File: src/dlcc_pkg.sv
// Shared constants and types for directed link change control
package dlcc_pkg;

    // ------------------------------
    // Encodings
    // ------------------------------
    localparam logic [1:0] DLCC_REQ_NONE  = 2'h0;
    localparam logic [1:0] DLCC_REQ_WIDTH = 2'h1;
    localparam logic [1:0] DLCC_REQ_SPEED = 2'h2;
    localparam logic [1:0] DLCC_REQ_BOTH  = 2'h3;
    localparam logic       DLCC_SPD_2G5   = 1'h0;
    localparam logic       DLCC_SPD_5G0   = 1'h1;
    localparam logic [1:0] DLCC_WID_X1    = 2'h0;
    localparam logic [1:0] DLCC_WID_X2    = 2'h1;
    localparam logic [1:0] DLCC_WID_X4    = 2'h2;
    localparam logic [1:0] DLCC_WID_X8    = 2'h3;
    localparam logic [1:0] DLCC_AUTO_SPD_ON = 2'h3;
    localparam logic [5:0] DLCC_TS_DETECT = 6'h00;
    localparam logic [5:0] DLCC_TS_L0     = 6'h16;
    localparam logic [5:0] DLCC_TS_RECOV  = 6'h1c;
    localparam logic [5:0] DLCC_TS_HOTRST = 6'h21;

    // ------------------------------
    // Timing, clock 10 MHz
    // ------------------------------
    localparam int DLCC_CLK_NS      = 100;
    localparam int DLCC_CHANGE_NS   = 2000;
    localparam int DLCC_RETRAIN_NS  = 3000;
    localparam int DLCC_HOTRST_NS   = 2000;
    localparam int DLCC_CHANGE_CYC  = DLCC_CHANGE_NS / DLCC_CLK_NS;
    localparam int DLCC_RETRAIN_CYC = DLCC_RETRAIN_NS / DLCC_CLK_NS;
    localparam int DLCC_HOTRST_CYC  = DLCC_HOTRST_NS / DLCC_CLK_NS;

    // ------------------------------
    // Controller registers (byte addresses) and fields
    // ------------------------------
    localparam logic [11:0] DLCC_OFS_CTRL  = 12'h000;
    localparam logic [11:0] DLCC_OFS_STAT  = 12'h004;
    localparam logic [11:0] DLCC_OFS_IRQ   = 12'h008;
    localparam logic [11:0] DLCC_OFS_MASK  = 12'h00c;
    localparam int DLCC_CTRL_REQ   = 0;   // [1:0]
    localparam int DLCC_CTRL_SPD   = 2;
    localparam int DLCC_CTRL_WID   = 3;   // [4:3]
    localparam int DLCC_CTRL_EPDE  = 5;
    localparam int DLCC_CTRL_RPDE  = 6;
    localparam int DLCC_CTRL_AUTON = 7;
    localparam int DLCC_CTRL_GO    = 8;
    localparam int DLCC_CTRL_HRST  = 9;
    localparam int DLCC_CTRL_RP    = 10;
    localparam int DLCC_CTRL_ASPD  = 11;  // [12:11]
    localparam logic [12:0] DLCC_CTRL_RST = 13'h0000;
    localparam logic [12:0] DLCC_CTRL_WMASK = 13'h1cff;
    localparam int DLCC_IRQ_DONE   = 0;
    localparam int DLCC_IRQ_HOTRST = 1;
    localparam int DLCC_IRQ_RXRST  = 2;
    localparam int DLCC_IRQ_REFUSE = 3;
    localparam int DLCC_IRQ_W      = 4;
    localparam logic [3:0] DLCC_IRQ_RST = 4'h0;

    // ------------------------------
    // State types
    // ------------------------------
    typedef enum logic [4:0] {
        DLCC_P_L0      = 5'b0_0001,
        DLCC_P_RECOV   = 5'b0_0010,
        DLCC_P_DONE    = 5'b0_0100,
        DLCC_P_HOTRST  = 5'b0_1000,
        DLCC_P_RETRAIN = 5'b1_0000
    } dlcc_port_st_t;

    typedef enum logic [3:0] {
        DLCC_U_IDLE    = 4'b0001,
        DLCC_U_CHANGE  = 4'b0010,
        DLCC_U_RELEASE = 4'b0100,
        DLCC_U_HOTRST  = 4'b1000
    } dlcc_user_st_t;

endpackage

File: src/dlcc_if.sv
// Interface joining the port end and the user application end
`timescale 1ns/10ps
interface dlcc_if;
    logic       link_up;
    logic [1:0] link_change_request;
    logic       target_speed_select;
    logic [1:0] target_width_select;
    logic       change_reason_autonomous;
    logic       change_complete;
    logic       endpoint_deemphasis_pref;
    logic       rootport_deemphasis_src;
    logic       inband_reset_seen;
    logic       send_inband_reset;
    logic [5:0] training_state;
    logic       partner_fast_capable;

    // The documented port
    modport port_mp (
        output link_up, change_complete, inband_reset_seen, training_state,
        output partner_fast_capable,
        input  link_change_request, target_speed_select, target_width_select,
        input  change_reason_autonomous, endpoint_deemphasis_pref,
        input  rootport_deemphasis_src, send_inband_reset
    );

    // The user application logic
    modport user_mp (
        input  link_up, change_complete, inband_reset_seen, training_state,
        input  partner_fast_capable,
        output link_change_request, target_speed_select, target_width_select,
        output change_reason_autonomous, endpoint_deemphasis_pref,
        output rootport_deemphasis_src, send_inband_reset
    );
endinterface

File: src/dlcc_user.sv
// User end: APB-controlled sequencer for directed changes and hot reset
//
// Decided for this implementation: the APB slave port and the placing of the registers.
`timescale 1ns/10ps
module dlcc_user (
    input  wire logic        pclk,
    input  wire logic        presetn,
    input  wire logic        psel,
    input  wire logic        penable,
    input  wire logic        pwrite,
    input  wire logic [11:0] paddr,
    input  wire logic [31:0] pwdata,
    output logic [31:0]      prdata,
    output logic             pready,
    output logic             pslverr,
    output logic             irq,
    dlcc_if.user_mp          lnk
);
    import dlcc_pkg::*;

    // ------------------------------
    // Helpers
    // ------------------------------
    // Speed part of a request code is present
    function automatic logic req_has_speed(input logic [1:0] code);
        return code[1];
    endfunction

    // ------------------------------
    // APB decode
    // ------------------------------
    wire setup     = psel & ~penable;
    wire access    = psel & penable;
    wire hit_ctrl  = (paddr == DLCC_OFS_CTRL);
    wire hit_stat  = (paddr == DLCC_OFS_STAT);
    wire hit_irq   = (paddr == DLCC_OFS_IRQ);
    wire hit_mask  = (paddr == DLCC_OFS_MASK);
    wire hit_any   = hit_ctrl | hit_stat | hit_irq | hit_mask;
    wire wr_ctrl   = access & pwrite & hit_ctrl;
    wire wr_irq    = access & pwrite & hit_irq;
    wire wr_mask   = access & pwrite & hit_mask;

    // Zero wait states
    assign pready  = access;
    assign pslverr = access & ~hit_any;

    // ------------------------------
    // Registers
    // ------------------------------
    logic [12:0]          ctrl_reg;
    logic [DLCC_IRQ_W-1:0] irq_reg;
    logic [DLCC_IRQ_W-1:0] irq_next;
    logic [DLCC_IRQ_W-1:0] mask_reg;
    dlcc_user_st_t        state_reg, state_next;
    logic [1:0]           req_reg;
    logic                 spd_reg;
    logic [1:0]           wid_reg;
    logic                 epde_reg;
    logic                 rpde_reg;
    logic                 auton_reg;
    logic                 hrst_reg;
    logic                 rxrst_d_reg;

    // A write with GO is judged on the word it writes
    wire [12:0] ctrl_src = wr_ctrl ? (pwdata[12:0] & DLCC_CTRL_WMASK) : ctrl_reg;
    wire [1:0] c_req   = ctrl_src[DLCC_CTRL_REQ +: 2];
    wire [1:0] c_wid   = ctrl_src[DLCC_CTRL_WID +: 2];
    wire [1:0] c_aspd  = ctrl_src[DLCC_CTRL_ASPD +: 2];
    wire       c_spd   = ctrl_src[DLCC_CTRL_SPD];
    wire       c_rp    = ctrl_src[DLCC_CTRL_RP];
    wire       go      = wr_ctrl & pwdata[DLCC_CTRL_GO];
    wire       hgo     = wr_ctrl & pwdata[DLCC_CTRL_HRST];
    wire       idle    = (state_reg == DLCC_U_IDLE);

    // ------------------------------------------------------------
    // Start checks
    // ------------------------------------------------------------
    // link must be up
    wire ok_link  = lnk.link_up;
    // root port speed codes need auto speed enabled
    wire ok_auto  = ~c_rp | ~req_has_speed(c_req) | (c_aspd == DLCC_AUTO_SPD_ON);
    // fast target only with a capable partner
    wire ok_fast  = ~(c_spd == DLCC_SPD_5G0) | lnk.partner_fast_capable;
    wire ok_code  = (c_req != DLCC_REQ_NONE);
    wire start_ok = idle & go & ok_link & ok_auto & ok_fast & ok_code;
    // hot reset only in the root port role
    wire hrst_ok  = idle & hgo & c_rp & ~go;
    wire refused  = (go & ~start_ok) | (hgo & ~c_rp);

    // ------------------------------------------------------------
    // Sequencer
    // ------------------------------------------------------------
    always_comb begin
        state_next = state_reg;
        unique case (state_reg)
            DLCC_U_IDLE: begin
                if (start_ok)
                    state_next = DLCC_U_CHANGE;
                else if (hrst_ok)
                    state_next = DLCC_U_HOTRST;
            end
            // hold request and targets until done
            DLCC_U_CHANGE: begin
                if (lnk.change_complete)
                    state_next = DLCC_U_RELEASE;
            end
            // Request to none; wait for done low
            DLCC_U_RELEASE: begin
                if (!lnk.change_complete)
                    state_next = DLCC_U_IDLE;
            end
            // send stays high until hot reset state is seen
            DLCC_U_HOTRST: begin
                if (lnk.training_state == DLCC_TS_HOTRST)
                    state_next = DLCC_U_IDLE;
            end
        endcase
    end

    // Sticky events; a new event wins over a clearing write
    always_comb begin
        irq_next = irq_reg;
        if (wr_irq)
            irq_next = irq_reg & ~pwdata[DLCC_IRQ_W-1:0];
        if (state_reg == DLCC_U_CHANGE && lnk.change_complete)
            irq_next[DLCC_IRQ_DONE] = 1'b1;
        if (state_reg == DLCC_U_HOTRST && state_next == DLCC_U_IDLE)
            irq_next[DLCC_IRQ_HOTRST] = 1'b1;
        if (lnk.inband_reset_seen & ~rxrst_d_reg)
            irq_next[DLCC_IRQ_RXRST] = 1'b1;
        if (refused)
            irq_next[DLCC_IRQ_REFUSE] = 1'b1;
    end

    // Registers; GO and HRST never store
    always_ff @(posedge pclk or negedge presetn) begin
        if (!presetn) begin
            ctrl_reg    <= DLCC_CTRL_RST;
            mask_reg    <= DLCC_IRQ_RST;
            irq_reg     <= DLCC_IRQ_RST;
            rxrst_d_reg <= 1'b0;
            state_reg   <= DLCC_U_IDLE;
        end else begin
            if (wr_ctrl)
                ctrl_reg <= ctrl_src;
            if (wr_mask)
                mask_reg <= pwdata[DLCC_IRQ_W-1:0];
            irq_reg     <= irq_next;
            rxrst_d_reg <= lnk.inband_reset_seen;
            state_reg   <= state_next;
        end
    end

    // Port inputs from flops; change request fields latched at start
    always_ff @(posedge pclk or negedge presetn) begin
        if (!presetn) begin
            req_reg   <= DLCC_REQ_NONE;
            spd_reg   <= DLCC_SPD_2G5;
            wid_reg   <= DLCC_WID_X1;
            epde_reg  <= 1'b0;
            rpde_reg  <= 1'b0;
            auton_reg <= 1'b0;
            hrst_reg  <= 1'b0;
        end else begin
            // level request held through the change
            if (state_next == DLCC_U_CHANGE && idle) begin
                req_reg   <= c_req;
                spd_reg   <= c_spd;
                wid_reg   <= c_wid;
                // preference latched at the start of every change, width-only requests too
                epde_reg  <= ctrl_src[DLCC_CTRL_EPDE];
                auton_reg <= ctrl_src[DLCC_CTRL_AUTON];
            end else if (state_next == DLCC_U_RELEASE) begin
                req_reg   <= DLCC_REQ_NONE;
            end
            // root port source is a static choice
            rpde_reg <= ctrl_reg[DLCC_CTRL_RPDE];
            // assert send; drop once hot reset is seen
            hrst_reg <= (state_next == DLCC_U_HOTRST);
        end
    end

    assign lnk.link_change_request      = req_reg;
    assign lnk.target_speed_select      = spd_reg;
    assign lnk.target_width_select      = wid_reg;
    assign lnk.endpoint_deemphasis_pref = epde_reg;
    assign lnk.rootport_deemphasis_src  = rpde_reg;
    assign lnk.change_reason_autonomous = auton_reg;
    assign lnk.send_inband_reset        = hrst_reg;

    // ------------------------------------------------------------
    // Read data and interrupt
    // ------------------------------------------------------------
    wire [31:0] stat_word = {21'h00_0000, lnk.inband_reset_seen, lnk.training_state,
                             (state_reg == DLCC_U_HOTRST), ~idle,
                             lnk.partner_fast_capable, lnk.link_up};
    wire [31:0] rd_mux = hit_ctrl ? {19'h0_0000, ctrl_reg} :
                         hit_stat ? stat_word :
                         hit_irq  ? {28'h000_0000, irq_reg} :
                         hit_mask ? {28'h000_0000, mask_reg} : 32'h0000_0000;

    // Captured in setup, shown in access
    always_ff @(posedge pclk or negedge presetn) begin
        if (!presetn) begin
            prdata <= 32'h0000_0000;
        end else if (setup) begin
            prdata <= rd_mux;
        end
    end

    assign irq = |(irq_reg & mask_reg);

endmodule

File: src/flat_wrapper.sv
// flat-port wrapper written by rule: the top's interface ports become plain ports
module dlcc_user_flat import dlcc_pkg::*;
  (pclk, presetn, psel, penable, pwrite, paddr, pwdata, prdata, pready, pslverr, irq, lnk_link_up, lnk_change_complete, lnk_inband_reset_seen, lnk_training_state, lnk_partner_fast_capable, lnk_link_change_request, lnk_target_speed_select, lnk_target_width_select, lnk_change_reason_autonomous, lnk_endpoint_deemphasis_pref, lnk_rootport_deemphasis_src, lnk_send_inband_reset);
  dlcc_if lnk_i ();
  input  wire logic pclk;
  input  wire logic presetn;
  input  wire logic psel;
  input  wire logic penable;
  input  wire logic pwrite;
  input  wire logic [11:0] paddr;
  input  wire logic [31:0] pwdata;
  output logic [31:0] prdata;
  output logic pready;
  output logic pslverr;
  output logic irq;
  input wire logic [$bits(lnk_i.link_up)-1:0] lnk_link_up;
  input wire logic [$bits(lnk_i.change_complete)-1:0] lnk_change_complete;
  input wire logic [$bits(lnk_i.inband_reset_seen)-1:0] lnk_inband_reset_seen;
  input wire logic [$bits(lnk_i.training_state)-1:0] lnk_training_state;
  input wire logic [$bits(lnk_i.partner_fast_capable)-1:0] lnk_partner_fast_capable;
  output wire logic [$bits(lnk_i.link_change_request)-1:0] lnk_link_change_request;
  output wire logic [$bits(lnk_i.target_speed_select)-1:0] lnk_target_speed_select;
  output wire logic [$bits(lnk_i.target_width_select)-1:0] lnk_target_width_select;
  output wire logic [$bits(lnk_i.change_reason_autonomous)-1:0] lnk_change_reason_autonomous;
  output wire logic [$bits(lnk_i.endpoint_deemphasis_pref)-1:0] lnk_endpoint_deemphasis_pref;
  output wire logic [$bits(lnk_i.rootport_deemphasis_src)-1:0] lnk_rootport_deemphasis_src;
  output wire logic [$bits(lnk_i.send_inband_reset)-1:0] lnk_send_inband_reset;
  assign lnk_i.link_up = lnk_link_up;
  assign lnk_i.change_complete = lnk_change_complete;
  assign lnk_i.inband_reset_seen = lnk_inband_reset_seen;
  assign lnk_i.training_state = lnk_training_state;
  assign lnk_i.partner_fast_capable = lnk_partner_fast_capable;
  assign lnk_link_change_request = lnk_i.link_change_request;
  assign lnk_target_speed_select = lnk_i.target_speed_select;
  assign lnk_target_width_select = lnk_i.target_width_select;
  assign lnk_change_reason_autonomous = lnk_i.change_reason_autonomous;
  assign lnk_endpoint_deemphasis_pref = lnk_i.endpoint_deemphasis_pref;
  assign lnk_rootport_deemphasis_src = lnk_i.rootport_deemphasis_src;
  assign lnk_send_inband_reset = lnk_i.send_inband_reset;
  dlcc_user u_core (.pclk(pclk), .presetn(presetn), .psel(psel), .penable(penable), .pwrite(pwrite), .paddr(paddr), .pwdata(pwdata), .prdata(prdata), .pready(pready), .pslverr(pslverr), .irq(irq), .lnk(lnk_i));
endmodule
File: config.mk
export PLATFORM = sky130hd
export DESIGN_NAME = dlcc_user_flat
export DESIGN_NICKNAME = d
export VERILOG_FILES = /design/src/dlcc_pkg.sv /design/src/dlcc_if.sv /design/src/dlcc_user.sv /design/src/flat_wrapper.sv
export SDC_FILE = /design/constraint.sdc
export NUM_CORES = 1
export LEC_CHECK = 0
export BUFFER_PORTS_ARGS = -buffer_cell sky130_fd_sc_hd__buf_2
export CAP_MARGIN = 30
export CORE_MARGIN = 10
export CORE_UTILIZATION = 50
export CTS_CLUSTER_DIAMETER = 50
export DETAILED_ROUTE_END_ITERATION = 16
export GPL_TIMING_DRIVEN = 1
export PLACE_DENSITY_LB_ADDON = 0.1
export SLEW_MARGIN = 30
export SYNTH_ARGS = -nofsm -noshare
export SYNTH_HDL_FRONTEND = slang
export SYNTH_SLANG_ARGS = --single-unit
File: constraint.sdc
create_clock -name pclk -period 5.55 [get_ports pclk]
set_input_delay 0.2775 -clock pclk [delete_from_list [all_inputs] [get_ports pclk]]
set_output_delay 0.2775 -clock pclk [all_outputs]
set_load 0.1 [all_outputs]
### After elaboration in Yosys (flattened, before gate mapping)

Cells that the tools add are included.

* equality and inequality tests: 13
* mux-type cells: 18
* bitwise gates (word level): 39
* reductions and logical operators: 11

Operators with widths (count)
* 2-to-1 mux 32 bit: 3
* 2-to-1 mux 4 bit: 7
* equality test 12 x 4 -> 1 bit (second input constant): 2
* AND 1 bit: 20
* case mux 4 bit (4 select lines): 1
* 2-to-1 mux 13 bit: 1
* equality test 12 x 3 -> 1 bit (second input constant): 1
* logical NOT 12 bit: 1
* nonzero test 2 bit: 6
* inverter 1 bit: 9
* AND 4 bit: 2
* equality test 4 x 1 -> 1 bit (second input constant): 2
* equality test 4 x 2 -> 1 bit (second input constant): 2
* equality test 4 x 3 -> 1 bit (second input constant): 2
* equality test 4 bit (second input constant): 2
* OR 1 bit: 7
* equality test 6 bit (second input constant): 1
* 2-to-1 mux 1 bit: 4
* 2-to-1 mux 2 bit: 2
* inverter 4 bit: 1
* OR reduction 4 bit: 1
* logical AND 1 bit: 3
* equality test 2 bit (second input constant): 1

* register bits: 65
* input port bits: 59
* output and inout bits: 44

### Depth between registers and ports, before layout

* depth after elaboration: 15
* gate-level depth with buffers: 7
* mapped depth without buffers: 5

### Least setup slack after synthesis

Ideal clock, no wire load.

* path type: input to output
* start point: in penable
* end point: out pslverr
* arrival time: 2.481 ns
* setup slack: 2.791 ns
* stages on the path: 2
* path buffers: 0
* cell sequence: and2_1 -> nor2b_1

* longest elaborated chain between the ends: 2

RTL lines
* from (decl): RTL line flat_wrapper.sv:8 `input wire logic penable;`
* AND 1 bit: RTL line dlcc_user.sv:33 `wire access = psel & penable;`
* AND 1 bit: RTL line dlcc_user.sv:45 `assign pslverr = access & ~hit_any;`
* to (decl): RTL line flat_wrapper.sv:14 `output logic pslverr;`

Every way passes these cells.

### Final worst setup path

* start point: in paddr[9]
* end point: reg u_core.spd_reg, in the netlist u_core.lnk.target_speed_select

* longest elaborated chain between the ends: 13
* elaborated cells between the ends (all ways): 27

RTL lines
* from (decl): RTL line flat_wrapper.sv:10 `input wire logic [11:0] paddr;`
* logical NOT 12 bit *: RTL line dlcc_user.sv:34 `wire hit_ctrl = (paddr == DLCC_OFS_CTRL);`
* AND 1 bit *: RTL line dlcc_user.sv:39 `wire wr_ctrl = access & pwrite & hit_ctrl;`
* 2-to-1 mux 13 bit: RTL line dlcc_user.sv:65 `wire [12:0] ctrl_src = wr_ctrl ? (pwdata[12:0] & DLCC_CTRL_WMASK) : ctrl_reg;`
* inverter 1 bit: RTL line dlcc_user.sv:81 `wire ok_auto = ~c_rp | ~req_has_speed(c_req) | (c_aspd == DLCC_AUTO_SPD_ON);`
* OR 1 bit (2 in a row): RTL line dlcc_user.sv:81
* AND 1 bit (3 in a row): RTL line dlcc_user.sv:85 `wire start_ok = idle & go & ok_link & ok_auto & ok_fast & ok_code;`
* 2-to-1 mux 4 bit: RTL line dlcc_user.sv:97 `if (start_ok)`
* case mux 4 bit (4 select lines): RTL line dlcc_user.sv:95 `unique case (state_reg)`
* equality test 4 x 2 -> 1 bit: RTL line dlcc_user.sv:166 `if (state_next == DLCC_U_CHANGE && idle) begin`
* logical AND 1 bit: RTL line dlcc_user.sv:166
* to (signal assigned): RTL line dlcc_user.sv:168 `spd_reg <= c_spd;`
* to (decl): RTL line dlcc_user.sv:56 `logic spd_reg;`

Every way passes the cells marked *; elsewhere a longest branch is shown, timed or not.
A chain may end at the register's enable or synchronous reset.

==> results by group <==
Die
  • Row cnt: 24
  • Die width: roughly 89 um
  • Initial Utilization: 0.527
  • Core area: approximately 4500 um2
  • Full die area: just under 8000 um2
  • DIE HEIGHT: 88.7 um
  • Ports: slightly above 100

Synth
  • YS warnings: 0
  • Syn Inst Count: between 200 and 250
  • FF+latch count, synth: 46
  • Yosys cell types: 44
  • Cell Area, Synth: 2360 um2
  • Seq/Total Area, Yosys: 0.488
  • Avg Cell Area, Syn: between 10 and 15 um2

Worst hold path
  • Worst min path class: input pin to flip-flop
  • Min-delay src: lnk_inband_reset_seen

Pwr
  • Reported leakage power: approximately 1.4 nW
  • Power, Total: between 0.0008 and 0.0009 W
  • Power Density: 301 nW/um2
  • VDD IR max: 0.000177 V

Placement
  • Post-place setup slack: 2.94 ns
  • Routability cong.: about 0.86
  • Cell Area, Placed: 2620 um2
  • Placed cell count: between 300 and 400
  • DP HPWL: ~4500 um
  • IO buf count: between 60 and 70

Route
  • Vias: ~1,800
  • Routed Antenna Nets: 0
  • Residual DRC: 0
  • Vias per cell: approximately 5.4
  • 1st-iter DRT viols: 99
  • Router iterations before antenna repair: 4
  • DR WL/cell: 17.3 um
  • Total Routed Length: ~5800 um

STA
  • Setup violations, final: 0
  • Slew headroom: 0.494
  • Setup ws final: roughly 3.2 ns
  • Tcrit/Tclk final: 0.415
  • Worst Tran Pin Value: 0.756 ns
  • Max-slew violations: 0
  • RSZ-0062 raised after global routing: false
  • Fmax: approximately 0.43 GHz
  • Final Hold Viols: 0
  • Setup TNS: 0 ns
  • Layout Skew: about 0.0083 ns
  • Minimum clock period: 2.31 ns

Global route
  • Antenna violations before repair: 0
  • Largest net degree at the start of global routing: 47
  • Total GRT Usage: 0.148
  • Vias in the first global route: 1,883
  • Global route total overflow: 0
  • First-pass GRT wire length: between 9000 and 10,000 um

Clock network
  • Clk buf depth: 2
  • Setup bufs post-CTS: 0
  • H-Tree Depth: 2
  • Clock Latency Late Sink: roughly 0.3 ns
  • Cts repair resizes: 0
  • TritonCTS clock tree: yes
  • Clock root cell: clkbuf_8
  • Clk slew on worst S/H paths: 0.08 ns
  • CTS sink cnt: 46
  • CTS buffer count: 5
  • Post-CTS Hold Fix Bufs: 1

Worst setup path
  • Reg2reg start: u_core.state_reg[1]
  • Worst EP arrival: approximately 2.5 ns
  • WP data required: ~5.7 ns
  • Critical path class: input pin to flip-flop
  • CP endpoint kind: flip-flop
  • Worst setup startpoint: paddr[9]
  • Worst-path fanout max: 11
  • Crit path launch type: input pin

Status
  • Outcome: completed

Final layout
  • Max reg flops: 13
  • Layout cells sized above 1: 0.342
  • Final non-filler cell total: 336
  • Design area: roughly 2700 um2
  • Area Growth Syn to Fin: 16.3%
  • Ant diodes: 0
  • # fillers: 413
  • Fin nets: between 300 and 400

Run
  • Max_cap viols: 0
-- cell usage in the layout (no fill, tap or decap), drive strengths merged, types with 2 or more instances in the layout --
cell type and n:
nand3 7, nor3 5, o211ai 2, buf 64, o21ai 4, conb 19
a21oi 5, nor2b 7, a221oi 9, a32o 2, nor2 22, or4 4
dfrtp 45, and3b 2, inv 5, mux2i 4, nor4 4, nand2 23
nor4b 2, a311oi 2, clkbuf 6, mux2 20, a22oi 2
-- per-stage QoR --
step,hold slack [ns],utilization
final,0.134,0.613
after global routing,0.138,0.613
after CTS,0.134,0.613
after detailed placement,0.322,0.586
after global placement,0.390,0.585
after floorplan,-0.0181,-
-- report_power, final --
group	total [W]	internal (W)	switching [W]
sequential	0.000367	0.000352	0.0000141
clock	0.000243	0.000134	0.000109
combinational	0.000215	0.0000363	0.000179
-- layout make-up --
| class | instances | area, um2 | share of cell area |
|---|---|---|---|
| Timing Repair Buffer | 65 | 333 | 0.121 |
| Sequential cell | 46 | 1150 | 0.420 |
| Multi-Input combinational cell | 160 | 1060 | 0.388 |
| Clock inverter | 2 | 37.5 | 0.0137 |
| Tap cell | 52 | 65.1 | 0.0237 |
| Inverter | 5 | 18.8 | 0.00684 |
| Clock buffer | 6 | 72.6 | 0.0264 |
-- logic make-up after synthesis --
family,after synthesis,share of synthesized area
mux,24,0.125
buf+inv,35,0.0901
xor+xnor,1,0.00371
other cells,1,0.00159
compound gates,33,0.104
simple gates,83,0.187
flops,46,0.488
-- path summary, 6_finish.rpt --
| kind | end | slack [ns] | cells after the start |
|---|---|---|---|
| max in group asynchronous | u_core.state_reg[3] | 4.62 | 2 |
| hold reg to reg | u_core.lnk.rootport_deemphasis_src | 0.41 | 0 |
| setup reg to reg | u_core.lnk.target_speed_select | 3.32 | 3 |
| hold / removal | u_core.rxrst_d_reg | 0.13 | 1 |
| setup / recovery | u_core.lnk.target_speed_select | 3.24 | 5 |
| min in group asynchronous | u_core.mask_reg[0] | 0.52 | 2 |
-- Yosys cell counts --
cell type  number  area share
or4_1           1      0.0032
clkbuf_1        8       0.013
and2_1          1      0.0027
buf_4          19       0.060
mux2_4          8       0.051
and4b_1         1      0.0042
o31ai_1         1      0.0032
a21o_1          1      0.0032
buf_6           1      0.0048
nor3b_1         1      0.0032
or4_4           3       0.014
a221oi_1        9       0.033
a32o_1          2      0.0085
and3_1          1      0.0027
a21oi_1         5       0.011
nand2_1        23       0.037
a22oi_1         2      0.0064
nand3_1         7       0.015
conb_1          1      0.0016
o21a_1          1      0.0032
xor2_1          1      0.0037
o2bb2ai_1       1      0.0037
nor2b_1         7       0.019
nand4_1         1      0.0027
nand4b_1        1      0.0037
o211ai_1        2      0.0064
nor4_4          1      0.0090
dfstp_2         1       0.011
nand2b_1        1      0.0027
inv_1           5      0.0080
nor4_1          3      0.0080
nor4b_1         2      0.0074
a31oi_1         1      0.0027
nor3_1          5       0.011
mux2i_1         4       0.017
mux2_2         12       0.057
nor2_1         22       0.035
dfrtp_1        45        0.48
and3b_1         2      0.0074
a32oi_1         1      0.0037
a22o_1          1      0.0037
o21ai_0         4      0.0085
a311oi_1        2      0.0074
buf_2           2      0.0042
-- worst max-delay path: stages --
cell,delay (ns)
buf_2,0.11
or4_4,0.55
nor4_4,0.56
and3_1,0.59
mux2_2,0.39
-- layer usage --
layer	GRT usage	routed length (um)	vias up
met4	0.0352	45	0
met5	0	0	-
li1	-	-	874
met2	0.253	2820	67
met1	0.169	2360	870
met3	0.0588	583	6
No activity file was read; power rests on OpenSTA's default activity.
